===== src/sbtr_pkg.sv =====
// Package for synchronous bit timing recovery: constants and carrier types.
// Assumes a single 100 MHz core clock; no software-visible registers.
package sbtr_pkg;
  // Time base runs at 128 times the line rate
  localparam int unsigned TB_PER_BIT = 128;
  localparam int unsigned BIT_W = 7;
  localparam logic [6:0] BIT_WRAP = 7'h7F;
  localparam logic [6:0] BIT_MID = 7'h40;
  // Oscillator choices in Hz, lowest to highest
  localparam int unsigned OSC_HZ_0 = 76800;
  localparam int unsigned OSC_HZ_1 = 93230;
  localparam int unsigned OSC_HZ_2 = 125210;
  localparam int unsigned OSC_HZ_3 = 152016;
  localparam int unsigned CORE_HZ = 100_000_000;
  // Core cycles per oscillator period, rounded down
  localparam int unsigned OSC_DIV_0 = CORE_HZ / OSC_HZ_0;
  localparam int unsigned OSC_DIV_1 = CORE_HZ / OSC_HZ_1;
  localparam int unsigned OSC_DIV_2 = CORE_HZ / OSC_HZ_2;
  localparam int unsigned OSC_DIV_3 = CORE_HZ / OSC_HZ_3;
  localparam int unsigned OSC_CNT_W = 11;
  localparam int unsigned FIFO_DEPTH = 16;

  typedef enum logic [1:0] {
    SBTR_RATE_0,
    SBTR_RATE_1,
    SBTR_RATE_2,
    SBTR_RATE_3
  } sbtr_rate_type;

  // Selection of regeneration type
  typedef struct packed {
    logic manual;
    logic manual_sync;
    sbtr_rate_type rate;
    logic [7:0] tb_div;
  } sbtr_ctrl_type;

  typedef struct packed {
    logic data;
    logic [6:0] phase;
  } sbtr_sample_type;
endpackage : sbtr_pkg


===== src/sbtr_fifo.sv =====
// Generic valid/ready FIFO for regenerated samples.
// Assumes both sides on core_clk.
`timescale 1ns/100ps
`default_nettype none
module sbtr_fifo #(
  parameter int unsigned WIDTH = 8,
  parameter int unsigned DEPTH = 16
) (
  // Clock and reset
  input wire logic core_clk,
  input wire logic rst_b,
  // Fill side
  input wire logic in_valid,
  input wire logic [WIDTH-1:0] in_data,
  output logic in_ready,
  // Drain side
  output logic out_valid,
  output logic [WIDTH-1:0] out_data,
  input wire logic out_ready
);
  localparam int unsigned AW = $clog2(DEPTH);
  logic [WIDTH-1:0] mem_r [DEPTH];
  logic [AW-1:0] wr_r;
  logic [AW-1:0] rd_r;
  logic [AW:0] cnt_r;
  logic push;
  logic pop;

  assign in_ready = cnt_r != DEPTH[AW:0];
  assign out_valid = cnt_r != '0;
  assign out_data = mem_r[rd_r];
  assign push = in_valid && in_ready;
  assign pop = out_valid && out_ready;

  always_ff @(posedge core_clk) begin
    if (push) begin
      mem_r[wr_r] <= in_data;
    end
  end

  always_ff @(posedge core_clk) begin
    if (!rst_b) begin
      wr_r <= '0;
      rd_r <= '0;
      cnt_r <= '0;
    end else begin
      if (push) begin
        wr_r <= wr_r + 1'b1;
      end
      if (pop) begin
        rd_r <= rd_r + 1'b1;
      end
      if (push && !pop) begin
        cnt_r <= cnt_r + 1'b1;
      end else if (pop && !push) begin
        cnt_r <= cnt_r - 1'b1;
      end
    end
  end
endmodule : sbtr_fifo
`default_nettype wire


===== src/sbtr_top.sv =====
// Synchronous bit timing recovery with add/subtract phase correction.
// Assumes line data already at logic levels, asynchronous to core_clk.
// Summary of operation
// - Time base divided to 128 times the line baud rate.
// - Oscillator picked from four fixed frequencies by rate alone.
// - Mark-to-space edge compared to bit timing; add or delete pulses.
// - Wrong phase moves one 1/128 bit step per mark-to-space edge.
// - In phase, add and subtract pulses alternate to hold phase.
// - Frequency error corrected one 1/128 bit step per accumulated pulse.
// - Every mark-to-space edge in sync mode deletes exactly one time-base pulse.
// - Early edge also inserts two pulses, one into second divider stage.
// - Late edge inserts nothing; net one pulse removed.
// - Line data feeds all logic except timing, which runs from oscillator, and mode selection, which takes ctrl and auto_sync.
// - Automatic mode unless manual; manual fixes start-stop or sync type.
// - Sample mid-bit on falling recovered timing; output half bit late.
`timescale 1ns/100ps
`default_nettype none
module sbtr_top #(
  parameter int unsigned FIFO_W = 8,
  parameter int unsigned FIFO_D = sbtr_pkg::FIFO_DEPTH
) (
  // Clock and reset
  input wire logic core_clk,
  input wire logic rst_b,
  // Operator selections
  input wire sbtr_pkg::sbtr_ctrl_type ctrl,
  input wire logic auto_sync,
  // Line
  input wire logic line_data,
  // Regenerated stream
  output logic regen_data,
  output logic bit_clk,
  output logic sync_mode,
  output logic samp_valid,
  output logic [FIFO_W-1:0] samp_data,
  input wire logic samp_ready
);
  // ******************************************************
  // Input synchroniser
  // ******************************************************
  logic [2:0] line_sync_r;
  logic line_r;
  logic ms_edge;
  always_ff @(posedge core_clk) begin
    if (!rst_b) begin
      line_sync_r <= 3'h7;
    end else begin
      line_sync_r <= {line_sync_r[1:0], line_data};
    end
  end
  // Change counts once the second and third stages agree
  always_ff @(posedge core_clk) begin
    if (!rst_b) begin
      line_r <= 1'b1;
    end else if (line_sync_r[1] == line_sync_r[2]) begin
      line_r <= line_sync_r[2];
    end
  end
  assign ms_edge = line_r && (line_sync_r[1] == line_sync_r[2]) && !line_sync_r[2];

  // ******************************************************
  // Mode selection
  // ******************************************************
  logic sync_sel;
  always_comb begin
    sync_sel = ctrl.manual ? ctrl.manual_sync : auto_sync;
  end
  always_ff @(posedge core_clk) begin
    if (!rst_b) begin
      sync_mode <= 1'b1;
    end else begin
      sync_mode <= sync_sel;
    end
  end

  // ******************************************************
  // Oscillator and time base; no line data enters here
  // ******************************************************
  logic [10:0] osc_div;
  logic [10:0] osc_cnt_r;
  logic osc_tick;
  always_comb begin
    unique case (ctrl.rate)
      sbtr_pkg::SBTR_RATE_0: osc_div = 11'(sbtr_pkg::OSC_DIV_0);
      sbtr_pkg::SBTR_RATE_1: osc_div = 11'(sbtr_pkg::OSC_DIV_1);
      sbtr_pkg::SBTR_RATE_2: osc_div = 11'(sbtr_pkg::OSC_DIV_2);
      sbtr_pkg::SBTR_RATE_3: osc_div = 11'(sbtr_pkg::OSC_DIV_3);
    endcase
  end
  always_ff @(posedge core_clk) begin
    if (!rst_b || osc_tick) begin
      osc_cnt_r <= 11'h001;
    end else begin
      osc_cnt_r <= osc_cnt_r + 11'h001;
    end
  end
  assign osc_tick = osc_cnt_r >= osc_div;

  // Divider of the oscillator down to 128x baud; tb_div is
  // oscillator periods per time-base pulse for the chosen rate.
  logic [7:0] tb_cnt_r;
  logic tb_tick;
  always_ff @(posedge core_clk) begin
    if (!rst_b) begin
      tb_cnt_r <= 8'h01;
    end else if (osc_tick) begin
      tb_cnt_r <= (tb_cnt_r >= ctrl.tb_div) ? 8'h01 : tb_cnt_r + 8'h01;
    end
  end
  assign tb_tick = osc_tick && (tb_cnt_r >= ctrl.tb_div);

  // ******************************************************
  // Add/subtract logic
  // ******************************************************
  // Pending deletes and adds; an edge deletes one, an early edge adds
  // two, so the bit timer nets one step either way.
  logic [1:0] del_r;
  logic [1:0] add_r;
  logic stage2_r;
  logic [6:0] phase_r;
  logic early;
  assign early = phase_r >= sbtr_pkg::BIT_MID;
  always_ff @(posedge core_clk) begin
    if (!rst_b) begin
      del_r <= '0;
    end else if (ms_edge && sync_mode) begin
      del_r <= 2'h1;
    end else if (tb_tick && del_r != '0) begin
      del_r <= del_r - 2'h1;
    end
  end
  always_ff @(posedge core_clk) begin
    if (!rst_b) begin
      add_r <= '0;
    end else if (ms_edge && sync_mode) begin
      add_r <= early ? 2'h2 : 2'h0;
    end else if (!tb_tick && add_r != '0) begin
      add_r <= add_r - 2'h1;
    end
  end
  // Second-stage insertion: one added pulse is worth one extra count
  always_ff @(posedge core_clk) begin
    if (!rst_b) begin
      stage2_r <= 1'b0;
    end else begin
      stage2_r <= !tb_tick && add_r == 2'h1;
    end
  end

  // ******************************************************
  // Bit timer
  // ******************************************************
  // Wrap stays near the edge: in phase, edges alternate early and late,
  // so adds and deletes alternate and hold phase.
  logic tb_step;
  logic [1:0] step_cnt;
  assign tb_step = (tb_tick && del_r == '0) || (!tb_tick && add_r == 2'h2);
  // A tick may meet a second-stage insertion; both must count
  assign step_cnt = {1'b0, tb_step} + {1'b0, stage2_r};
  always_ff @(posedge core_clk) begin
    if (!rst_b) begin
      phase_r <= '0;
    end else if (step_cnt != 2'h0) begin
      phase_r <= phase_r + {5'h00, step_cnt};
    end
  end

  // ******************************************************
  // Regenerator
  // ******************************************************
  logic smp_ev;
  // Crossing into the second half, even by a double step
  assign smp_ev = phase_r < sbtr_pkg::BIT_MID &&
                  phase_r + {5'h00, step_cnt} >= sbtr_pkg::BIT_MID;
  always_ff @(posedge core_clk) begin
    if (!rst_b) begin
      bit_clk <= 1'b0;
    end else begin
      bit_clk <= phase_r < sbtr_pkg::BIT_MID;
    end
  end
  always_ff @(posedge core_clk) begin
    if (!rst_b) begin
      regen_data <= 1'b1;
    end else if (smp_ev) begin
      regen_data <= line_r;
    end
  end

  sbtr_pkg::sbtr_sample_type smp;
  logic [FIFO_W-1:0] fifo_q;
  logic fifo_v;
  assign smp = '{data: line_r, phase: phase_r};
  sbtr_fifo #(.WIDTH(FIFO_W), .DEPTH(FIFO_D)) u_fifo (
    .core_clk(core_clk),
    .rst_b(rst_b),
    .in_valid(smp_ev),
    .in_data(FIFO_W'(smp)),
    .in_ready(),
    .out_valid(fifo_v),
    .out_data(fifo_q),
    .out_ready(samp_ready && !samp_valid)
  );
  // Samples dropped while full: the line cannot be stalled
  always_ff @(posedge core_clk) begin
    if (!rst_b) begin
      samp_valid <= 1'b0;
      samp_data <= '0;
    end else if (samp_valid && samp_ready) begin
      samp_valid <= 1'b0;
    end else if (!samp_valid && fifo_v && samp_ready) begin
      samp_valid <= 1'b1;
      samp_data <= fifo_q;
    end
  end
endmodule : sbtr_top
`default_nettype wire


===== config.mk =====
export PLATFORM = sky130hd
export DESIGN_NAME = sbtr_top
export DESIGN_NICKNAME = d
export VERILOG_FILES = /design/src/sbtr_pkg.sv /design/src/sbtr_fifo.sv /design/src/sbtr_top.sv
export SDC_FILE = /design/constraint.sdc
export NUM_CORES = 1
export LEC_CHECK = 0
export BUFFER_PORTS_ARGS = -buffer_cell sky130_fd_sc_hd__buf_2
export CORE_ASPECT_RATIO = 1.4
export CORE_MARGIN = 2
export CORE_UTILIZATION = 50
export CTS_CLUSTER_SIZE = 8
export DETAILED_ROUTE_END_ITERATION = 6
export PLACE_DENSITY = 0.67
export SYNTH_ARGS = -nofsm -noshare
export SYNTH_HDL_FRONTEND = slang
export SYNTH_HIERARCHICAL = 1
export SYNTH_SLANG_ARGS = --single-unit

===== constraint.sdc =====
create_clock -name core_clk -period 10.5 [get_ports core_clk]
set_clock_uncertainty 0.1 [all_clocks]
set_input_delay 0.525 -clock core_clk [delete_from_list [all_inputs] [get_ports core_clk]]
set_output_delay 0.525 -clock core_clk [all_outputs]
set_load 0.005 [all_outputs]

==> reports/qor.csv, run 1 <==
metric,value,unit
drt_pass1_iterations,4,
cp.required,10.76,ns
setup_tns,0,ns
relSlewSlack,44.2,%
yosysWarnings,6,
gr-usage-met2,31.9,%
setup_viol,0,
crit_type,reg -> reg,
cts_max_level,4,
cts_sinks,192,
busiest_layer,met2,
hold_depth,2,
final_cell_mix,"128 x edfxtp_1, 62 x dfxtp_1, 39 x nor2_1",
fmax,197,MHz
grt_pass1_wl,24600,µm
die_width,113,µm
status,finished clean,
antennaDiodeCount,0,
crit_start,osc_cnt_r[0],
wl_per_cell,18.2,µm
drt_first_iter_violations,298,
worstSetupStartpointType,flop,
critPathMaxFanout,12,
io_buffers,28,
cts_tree,yes,
dp_slack,5.03,ns
grt_setup_unrepaired,no,
syn_inst,584,
hold_path_end,line_sync_r[0],
via_count,4607,
antenna_found_initial,0,
r2r_cells,21,
hp-class,in -> reg,
syn_avg_cell_area,14.1,µm²
cts_root_buf,clkbuf_16,
worstPathArrival,5.34,ns
finalHoldViolations,0,
grt_max_degree,36,
vias_per_cell,5.60,
dieArea,17600,µm²
grt_pass1_vias,4797,
rrSetupSlack,5.42,ns
ir_worst_vdd,0.119,mV
worstSetupEndpointType,flop,
dp_hpwl,10400,µm
p_total,1540,µW
rows,55,
grt-ovfl-total,0,
gp_congestion,0.821,
drv_slew,0,
min_period_over_period,48.4,%
clk_pin_slew,0.07,ns
ant_nets,0,
grt_util_met3,4.31,%
maxCapViolations,0,
r2r-start,osc_cnt_r[0],
cts.repair.resized,0,
fin_crit,5.08,ns
worstMarginPinSlew,0.836,ns
layout_commonest_cell,edfxtp_1,
start_util,51.0,%
syn_area,8250,µm²
drc_errors,0,
stdcell_area,9130,µm²
syn_nets,638,
cts_inserted_buffers,17,
gr-usage-met1,22.3,%
track_usage,18.4,%
p_leak,0.00316,µW
placed_area,8540,µm²
core,16200,µm²
rr_endpoint,u_fifo/cnt_r[4],
ios,29,
nNetsFinal,665,
fin_util,56.5,%
cts_hold_buf,0,
setup_slack,5.42,ns
min_from,line_data,
post_cts_buffers,0,
die_h,156,µm
cts_buffer_depth,2,
drive_above_1_share,17.3,%
powerDensity,168,nW/µm²
area_delta_synth_final,10.7,%
routed_wl,15000,µm
clock_latency,0.43,ns
## through the flow
stage	hold WS [ns]	instances
floorplan	0.286	584
global placement	0.291	791
detailed placement	0.303	791
CTS	0.156	822
global route	0.160	822
finish	0.179	822
## layer usage
| layer | vias to the layer above | wire length [µm] |
|---|---|---|
| met5 | - | 0 |
| li1 | 2231 | - |
| met3 | 24 | 575 |
| met1 | 2257 | 6130 |
| met2 | 95 | 7900 |
| met4 | 0 | 374 |
## worst max-delay path by stage
stage                           end  slack, ns  depth (start not counted)
CTS                 u_fifo/cnt_r[4]       5.38                         21
global placement    u_fifo/cnt_r[4]       5.24                         22
finish              u_fifo/cnt_r[4]       5.42                         21
detailed placement  u_fifo/cnt_r[4]       5.03                         23
global route        u_fifo/cnt_r[4]       5.00                         21
floorplan           u_fifo/cnt_r[4]       5.63                         22
## where the power goes
group	switching, µW	leakage [µW]	internal (µW)
registers	15.1	0.00164	813
clock network	269	0.000276	375
logic	34.7	0.00125	28.5
## cell type report
| type | count | area, µm² |
|---|---|---|
| multi-input cells | 343 | 2910 |
| well taps | 199 | 249 |
| flip-flops and latches | 192 | 5130 |
| fillers | 1277 | 7040 |
| clock inverters | 12 | 158 |
| inverters | 27 | 101 |
| repair buffers | 30 | 155 |
| clock buffers | 19 | 433 |
## flip-flops by register name, summed over array words and instances, names as in the netlist, 3 cells and up, named ones only
| name | cells |
|---|---|
| u_fifo/rd_r | 4 |
| line_sync_r | 3 |
| phase_r | 7 |
| samp_data | 8 |
| tb_cnt_r | 8 |
| u_fifo/cnt_r | 5 |
| u_fifo/wr_r | 4 |
| u_fifo/mem_r | 128 |
| osc_cnt_r | 11 |
## critical path, cell delays in order, from the launching register on
cell and delay (ns):
dfxtp_1 0.42, inv_1 0.07, ha_1 0.27, and2b_2 0.22, a2111oi_4 0.47, nor2_1 0.30
nor3_2 0.25, a21oi_1 0.06, ha_1 0.28, ha_1 0.21, fa_1 0.39, nand2_1 0.08
nor2_1 0.06, ha_1 0.21, a21boi_2 0.22, ha_1 0.25, inv_1 0.15, ha_1 0.30
a21oi_1 0.22, a211oi_1 0.10, a31oi_1 0.19, mux2i_1 0.19
Note: power is estimated with default switching activity, not from simulation.
==> inputs of run 2 (changes only) <==
==> constraint.sdc (replaced) <==
create_clock -name core_clk -period 4.9 [get_ports core_clk]
set_clock_uncertainty 0.1 [all_clocks]
set_input_delay 0.245 -clock core_clk [delete_from_list [all_inputs] [get_ports core_clk]]
set_output_delay 0.245 -clock core_clk [all_outputs]
set_load 0.005 [all_outputs]
==> run 2 against run 1 <==
Setup slack worse by 5.1 ns. Core utilization up 0.70 points. Hold slack got worse by 0.032 ns. Critical path depth is the same. Non-clock buffer count up 12. Sequential share of layout area shrank 0.69 points. Critical path type unchanged.
==> reports/qor.csv, run 2 (synthesized netlist as in run 1, its figures left out) <==
metric,value,unit
status,finished clean,
wl_per_cell,18.7,µm
crit_chain,inv_1 > ha_1 > nand2b_1 > a2111oi_4 > o31ai_1 > nand2_1 > a21oi_1 > ha_1 > ha_1 > fa_1 > nand2_1 > nor2_1 > ha_1 > a21boi_2 > ha_1 > inv_2 > ha_1 > a21oi_2 > a211oi_1 > a31oi_1 > mux2i_1,
ant_nets,0,
crit_type,reg -> reg,
routed_wl,15600,µm
rrSetupSlack,0.33,ns
p_int,2590,µW
grt_max_degree,36,
drv_slew,0,
clock_latency,0.43,ns
ios,29,
cts_sinks,192,
ir_worst_vdd,0.165,mV
antenna_found_initial,0,
crit_top_cell,ha_1,
worstPathArrival,4.83,ns
setup_tns,0,ns
gp_congestion,0.855,
fin_crit,4.57,ns
dp_hpwl,10600,µm
finalHoldViolations,0,
slowest_stage,dfxtp_1,
regMostFlops,u_fifo/mem_r,
setup_slack,0.331,ns
hp-class,in -> reg,
drive_above_1_share,18.6,%
area_delta_synth_final,12.1,%
drc_errors,0,
maxCapViolations,0,
p_clk_share,41.2,%
grt-ovfl-total,0,
layout_commonest_cell,edfxtp_1,
dieArea,17600,µm²
worst_path_dominant_cell_family,adder cells,
cts_max_level,4,
cp.required,5.16,ns
start_util,51.0,%
worstSetupEndpointType,flop,
slowest_delay,0.39,ns
cts_tree,yes,
worstMarginPinSlew,0.874,ns
largest_reg_flops,128,
final_cell_mix,"128 x edfxtp_1, 62 x dfxtp_1, 39 x nor2_1",
path_buf_inv,2,
grt_pass1_vias,4757,
vias_per_cell,5.68,
p_leak,0.00323,µW
io_buffers,28,
worstSetupStartpointType,flop,
min_period_over_period,93.2,%
drt_pass1_iterations,4,
relSlewSlack,41.7,%
core,16200,µm²
drt_first_iter_violations,290,
via_count,4746,
top_regs,"u_fifo/mem_r: 128 flops, osc_cnt_r: 11 flops",
clk_pin_slew,0.07,ns
nNetsFinal,677,
pwr-share-seq,54.4,%
die_width,113,µm
p_switching,676,µW
antennaDiodeCount,0,
critPathMaxFanout,5,
cts_buffer_depth,2,
comb_power_share,4.3,%
die_h,156,µm
fmax,219,MHz
p_sw_share,20.7,%
fin_util,57.2,%
track_usage,18.7,%
cts_inserted_buffers,17,
rows,55,
grt_pass1_wl,24900,µm
r2r-start,tb_cnt_r[0],
powerDensity,353,nW/µm²
setup_viol,0,
cts_root_buf,clkbuf_16,
dp_slack,0.0898,ns
min_from,rst_b,
crit_start,tb_cnt_r[0],
run 2: path summary, 6_finish.rpt:
path,to,cells after the start
hold reg to reg,line_sync_r[1],1
setup reg to reg,u_fifo/cnt_r[4],21
setup / recovery,u_fifo/cnt_r[4],21
hold / removal,sync_mode,2
run 2: per-layer routing:
metal | track usage [%] | vias to the layer above | routed length (µm)
li1 | - | 2251 | -
met5 | 0 | - | 0
met4 | 6.33 | 0 | 212
met2 | 34.3 | 96 | 8440
met1 | 21.6 | 2379 | 6480
met3 | 3.89 | 20 | 486
run 2: power by group through the flow:
stage               registers (µW)  logic (µW)  clock network, µW
CTS                           1780         141               1370
detailed placement            1810         138                  0
global placement              1810         129                  0
floorplan                     1800         101                  0
finish                        1780         142               1350
global route                  1780         160               1430
run 2: what timing repair did:
action                                  4_1_cts  5_1_grt
hold buffers                                  4        0
gates resized for setup                       0        6
endpoints found under the hold margin         3        0
buffers inserted                              0        1
endpoints found under the setup margin        0       35
run 2: area by class of cell:
cell class	count	area, µm²
Clock buffer	23	468
Clock inverter	9	108
Fill cell	1272	6930
Inverter	27	101
Multi-Input combinational cell	343	2940
Sequential cell	192	5130
Tap cell	199	249
Timing Repair Buffer	42	255
run 2: through the flow:
step	instance area, µm²	power (µW)	hold slack (ns)	cells
finish	9250	3260	0.147	835
global route	9250	3370	0.180	835
CTS	9210	3290	0.135	834
detailed placement	8590	1950	0.301	798
global placement	8590	1940	0.293	798
floorplan	8250	1900	0.246	584
==> inputs of run 3 (changes only) <==
--- a/config.mk
+++ b/config.mk
@@ -5,13 +5,12 @@
 export SDC_FILE = /design/constraint.sdc
 export NUM_CORES = 1
 export LEC_CHECK = 0
-export BUFFER_PORTS_ARGS = -buffer_cell sky130_fd_sc_hd__buf_2
 export CORE_ASPECT_RATIO = 1.4
 export CORE_MARGIN = 2
 export CORE_UTILIZATION = 50
 export CTS_CLUSTER_SIZE = 8
 export DETAILED_ROUTE_END_ITERATION = 6
-export PLACE_DENSITY = 0.67
+export DONT_BUFFER_PORTS = 1
 export SYNTH_ARGS = -nofsm -noshare
 export SYNTH_HDL_FRONTEND = slang
 export SYNTH_HIERARCHICAL = 1
==> run 3 against run 2 <==
Via count down 2.1%. Largest power group unchanged. Global-route usage grew 0.89 points. Critical path type unchanged. Setup slack gained 0.026 ns. Wire length up 6.1%. First-iteration DRC count increased by 6.2%. Non-clock buffer count is 28 lower. Critical endpoint unchanged. Count of clock-buffer cells in the layout shrank 6. Maximum frequency up 0.57%. Largest cell class unchanged. Final cell count fell by 3.4%.
==> reports/qor.csv, run 3 (synthesized netlist as in run 1, its figures left out) <==
metric,value,unit
slowest_stage,a2111oi_4,
maxCapViolations,0,
r2r_cells,21,
wl_per_cell,20.5,µm
grt_pass1_vias,4836,
gp_congestion,0.815,
min_from,rst_b,
ir_worst_vdd,0.287,mV
p_clk_share,43.1,%
regMostFlops,u_fifo/mem_r,
hold_path_end,tb_cnt_r[6],
grt_pass1_wl,25800,µm
fmax,220,MHz
cts_max_level,4,
p_leak,0.00313,µW
min_period_over_period,92.7,%
die_width,113,µm
grt-ovfl-total,0,
dieArea,17600,µm²
hp-class,in -> reg,
worstPathArrival,4.81,ns
rr_endpoint,u_fifo/cnt_r[4],
finalNonFillerCells,807,
cts_sinks,192,
relSlewSlack,28.6,%
hold_depth,2,
path_depth,21,
fin_crit,4.54,ns
largest_reg_flops,128,
rrSetupSlack,0.36,ns
drc_errors,0,
finalHoldViolations,0,
drive_above_1_share,16.3,%
drt_first_iter_violations,308,
setup_viol,0,
ant_nets,0,
multiInputGateArea,2980,µm²
worstSetupStartpointType,flop,
final_cell_mix,"128 x edfxtp_1, 61 x dfxtp_1, 39 x nor2_1",
critPathMaxFanout,5,
dp_slack,-0.0126,ns
p_int,2620,µW
cts_root_buf,clkbuf_16,
clock_latency,0.43,ns
drv_slew,0,
antennaDiodeCount,0,
vias_per_cell,5.76,
area_delta_synth_final,11.6,%
worstMarginPinSlew,1.07,ns
p_total,3350,µW
crit_chain,inv_1 > ha_1 > and2b_2 > a2111oi_4 > nor2_1 > nor3_2 > a21oi_2 > ha_1 > ha_1 > fa_1 > nand2_1 > nor2_1 > ha_1 > a21boi_2 > ha_1 > inv_2 > ha_1 > a21oi_2 > a211oi_1 > a31oi_1 > mux2i_1,
worst_path_dominant_cell_family,adder cells,
rows,55,
antenna_found_initial,0,
via_count,4645,
seq_area,5130,µm²
ios,29,
hold-worst-slack,0.0668,ns
track_usage,19.6,%
p_switching,727,µW
drt_pass1_iterations,4,
start_util,51.0,%
layout_commonest_cell,edfxtp_1,
worstSetupEndpointType,flop,
cts_buffer_depth,2,
cts_tree,yes,
path_buf_inv,2,
dp_hpwl,11300,µm
cp.required,5.16,ns
comb_power_share,4.0,%
core,16200,µm²
nNetsFinal,649,
pwr-share-seq,53.0,%
setup_tns,0,ns
p_sw_share,21.7,%
r2r-start,osc_cnt_r[0],
powerDensity,364,nW/µm²
dp_cells,769,
crit_top_cell,ha_1,
die_h,156,µm
routed_wl,16600,µm
clk_pin_slew,0.07,ns
crit_type,reg -> reg,
io_buffers,0,
setup_slack,0.357,ns
slowest_delay,0.40,ns
cts_inserted_buffers,17,
grt_max_degree,34,
top_regs,"u_fifo/mem_r: 128 flops, osc_cnt_r: 11 flops",
status,finished clean,
fill_cells,1292,
-- run 3: cell count changes in the layout (fill, tap and decap cells not counted), sizes merged --
cell	before	now
clkinv	5	4
buf	38	10
bufinv	2	3
clkbuf	23	17
inv	28	32
clkinvlp	1	3
-- run 3: how the worst max path moves through the flow --
stage	from	end	slack, ns
after floorplan	osc_cnt_r[0]	u_fifo/cnt_r[4]	0.28
after global placement	tb_cnt_r[0]	u_fifo/cnt_r[4]	0.15
after detailed placement	tb_cnt_r[0]	u_fifo/cnt_r[4]	-0.01
after CTS	tb_cnt_r[0]	u_fifo/cnt_r[4]	0.03
after global routing	tb_cnt_r[7]	u_fifo/cnt_r[4]	-0.003
final	osc_cnt_r[0]	u_fifo/cnt_r[4]	0.36
-- run 3: power by group through the flow --
stage / clock [µW] / sequential (µW) / combinational, µW
after floorplan: 0 / 1800 / 101
after global placement: 0 / 1810 / 121
after detailed placement: 0 / 1810 / 122
after CTS: 1470 / 1780 / 131
after global routing: 1540 / 1780 / 155
final: 1440 / 1770 / 132
-- run 3: area by class of cell --
type                    instances  share of cell area (%)
clock inverters                15                    2.16
inverters                      27                    1.10
repair buffers                 14                    1.25
flip-flops and latches        192                    55.7
clock buffers                  17                    4.62
multi-input cells             343                    32.4
well taps                     199                    2.71
-- run 3: per-layer routing --
metal / GRT usage [%] / vias up / share of wire [%]
met5: 0 / - / 0
met4: 7.72 / 0 / 2.6
met3: 3.65 / 23 / 2.7
met2: 36.4 / 73 / 56
met1: 22.0 / 2349 / 39
li1: - / 2200 / -
-- run 3: metrics by stage --
step                      area, µm²  util [%]
after detailed placement       8450      52.2
after global routing           9200      56.9
after global placement         8450      52.2
after CTS                      9110      56.3
final                          9200      56.9
after floorplan                8250         -
-- run 3: timing repair --
item | CTS | global route
gates resized for setup | 1 | 12
hold buffers | 4 | 0
endpoints found under the hold margin | 40 | 0
pin swaps | 0 | 3
setup endpoints to repair | 1 | 108
buffers inserted | 0 | 2
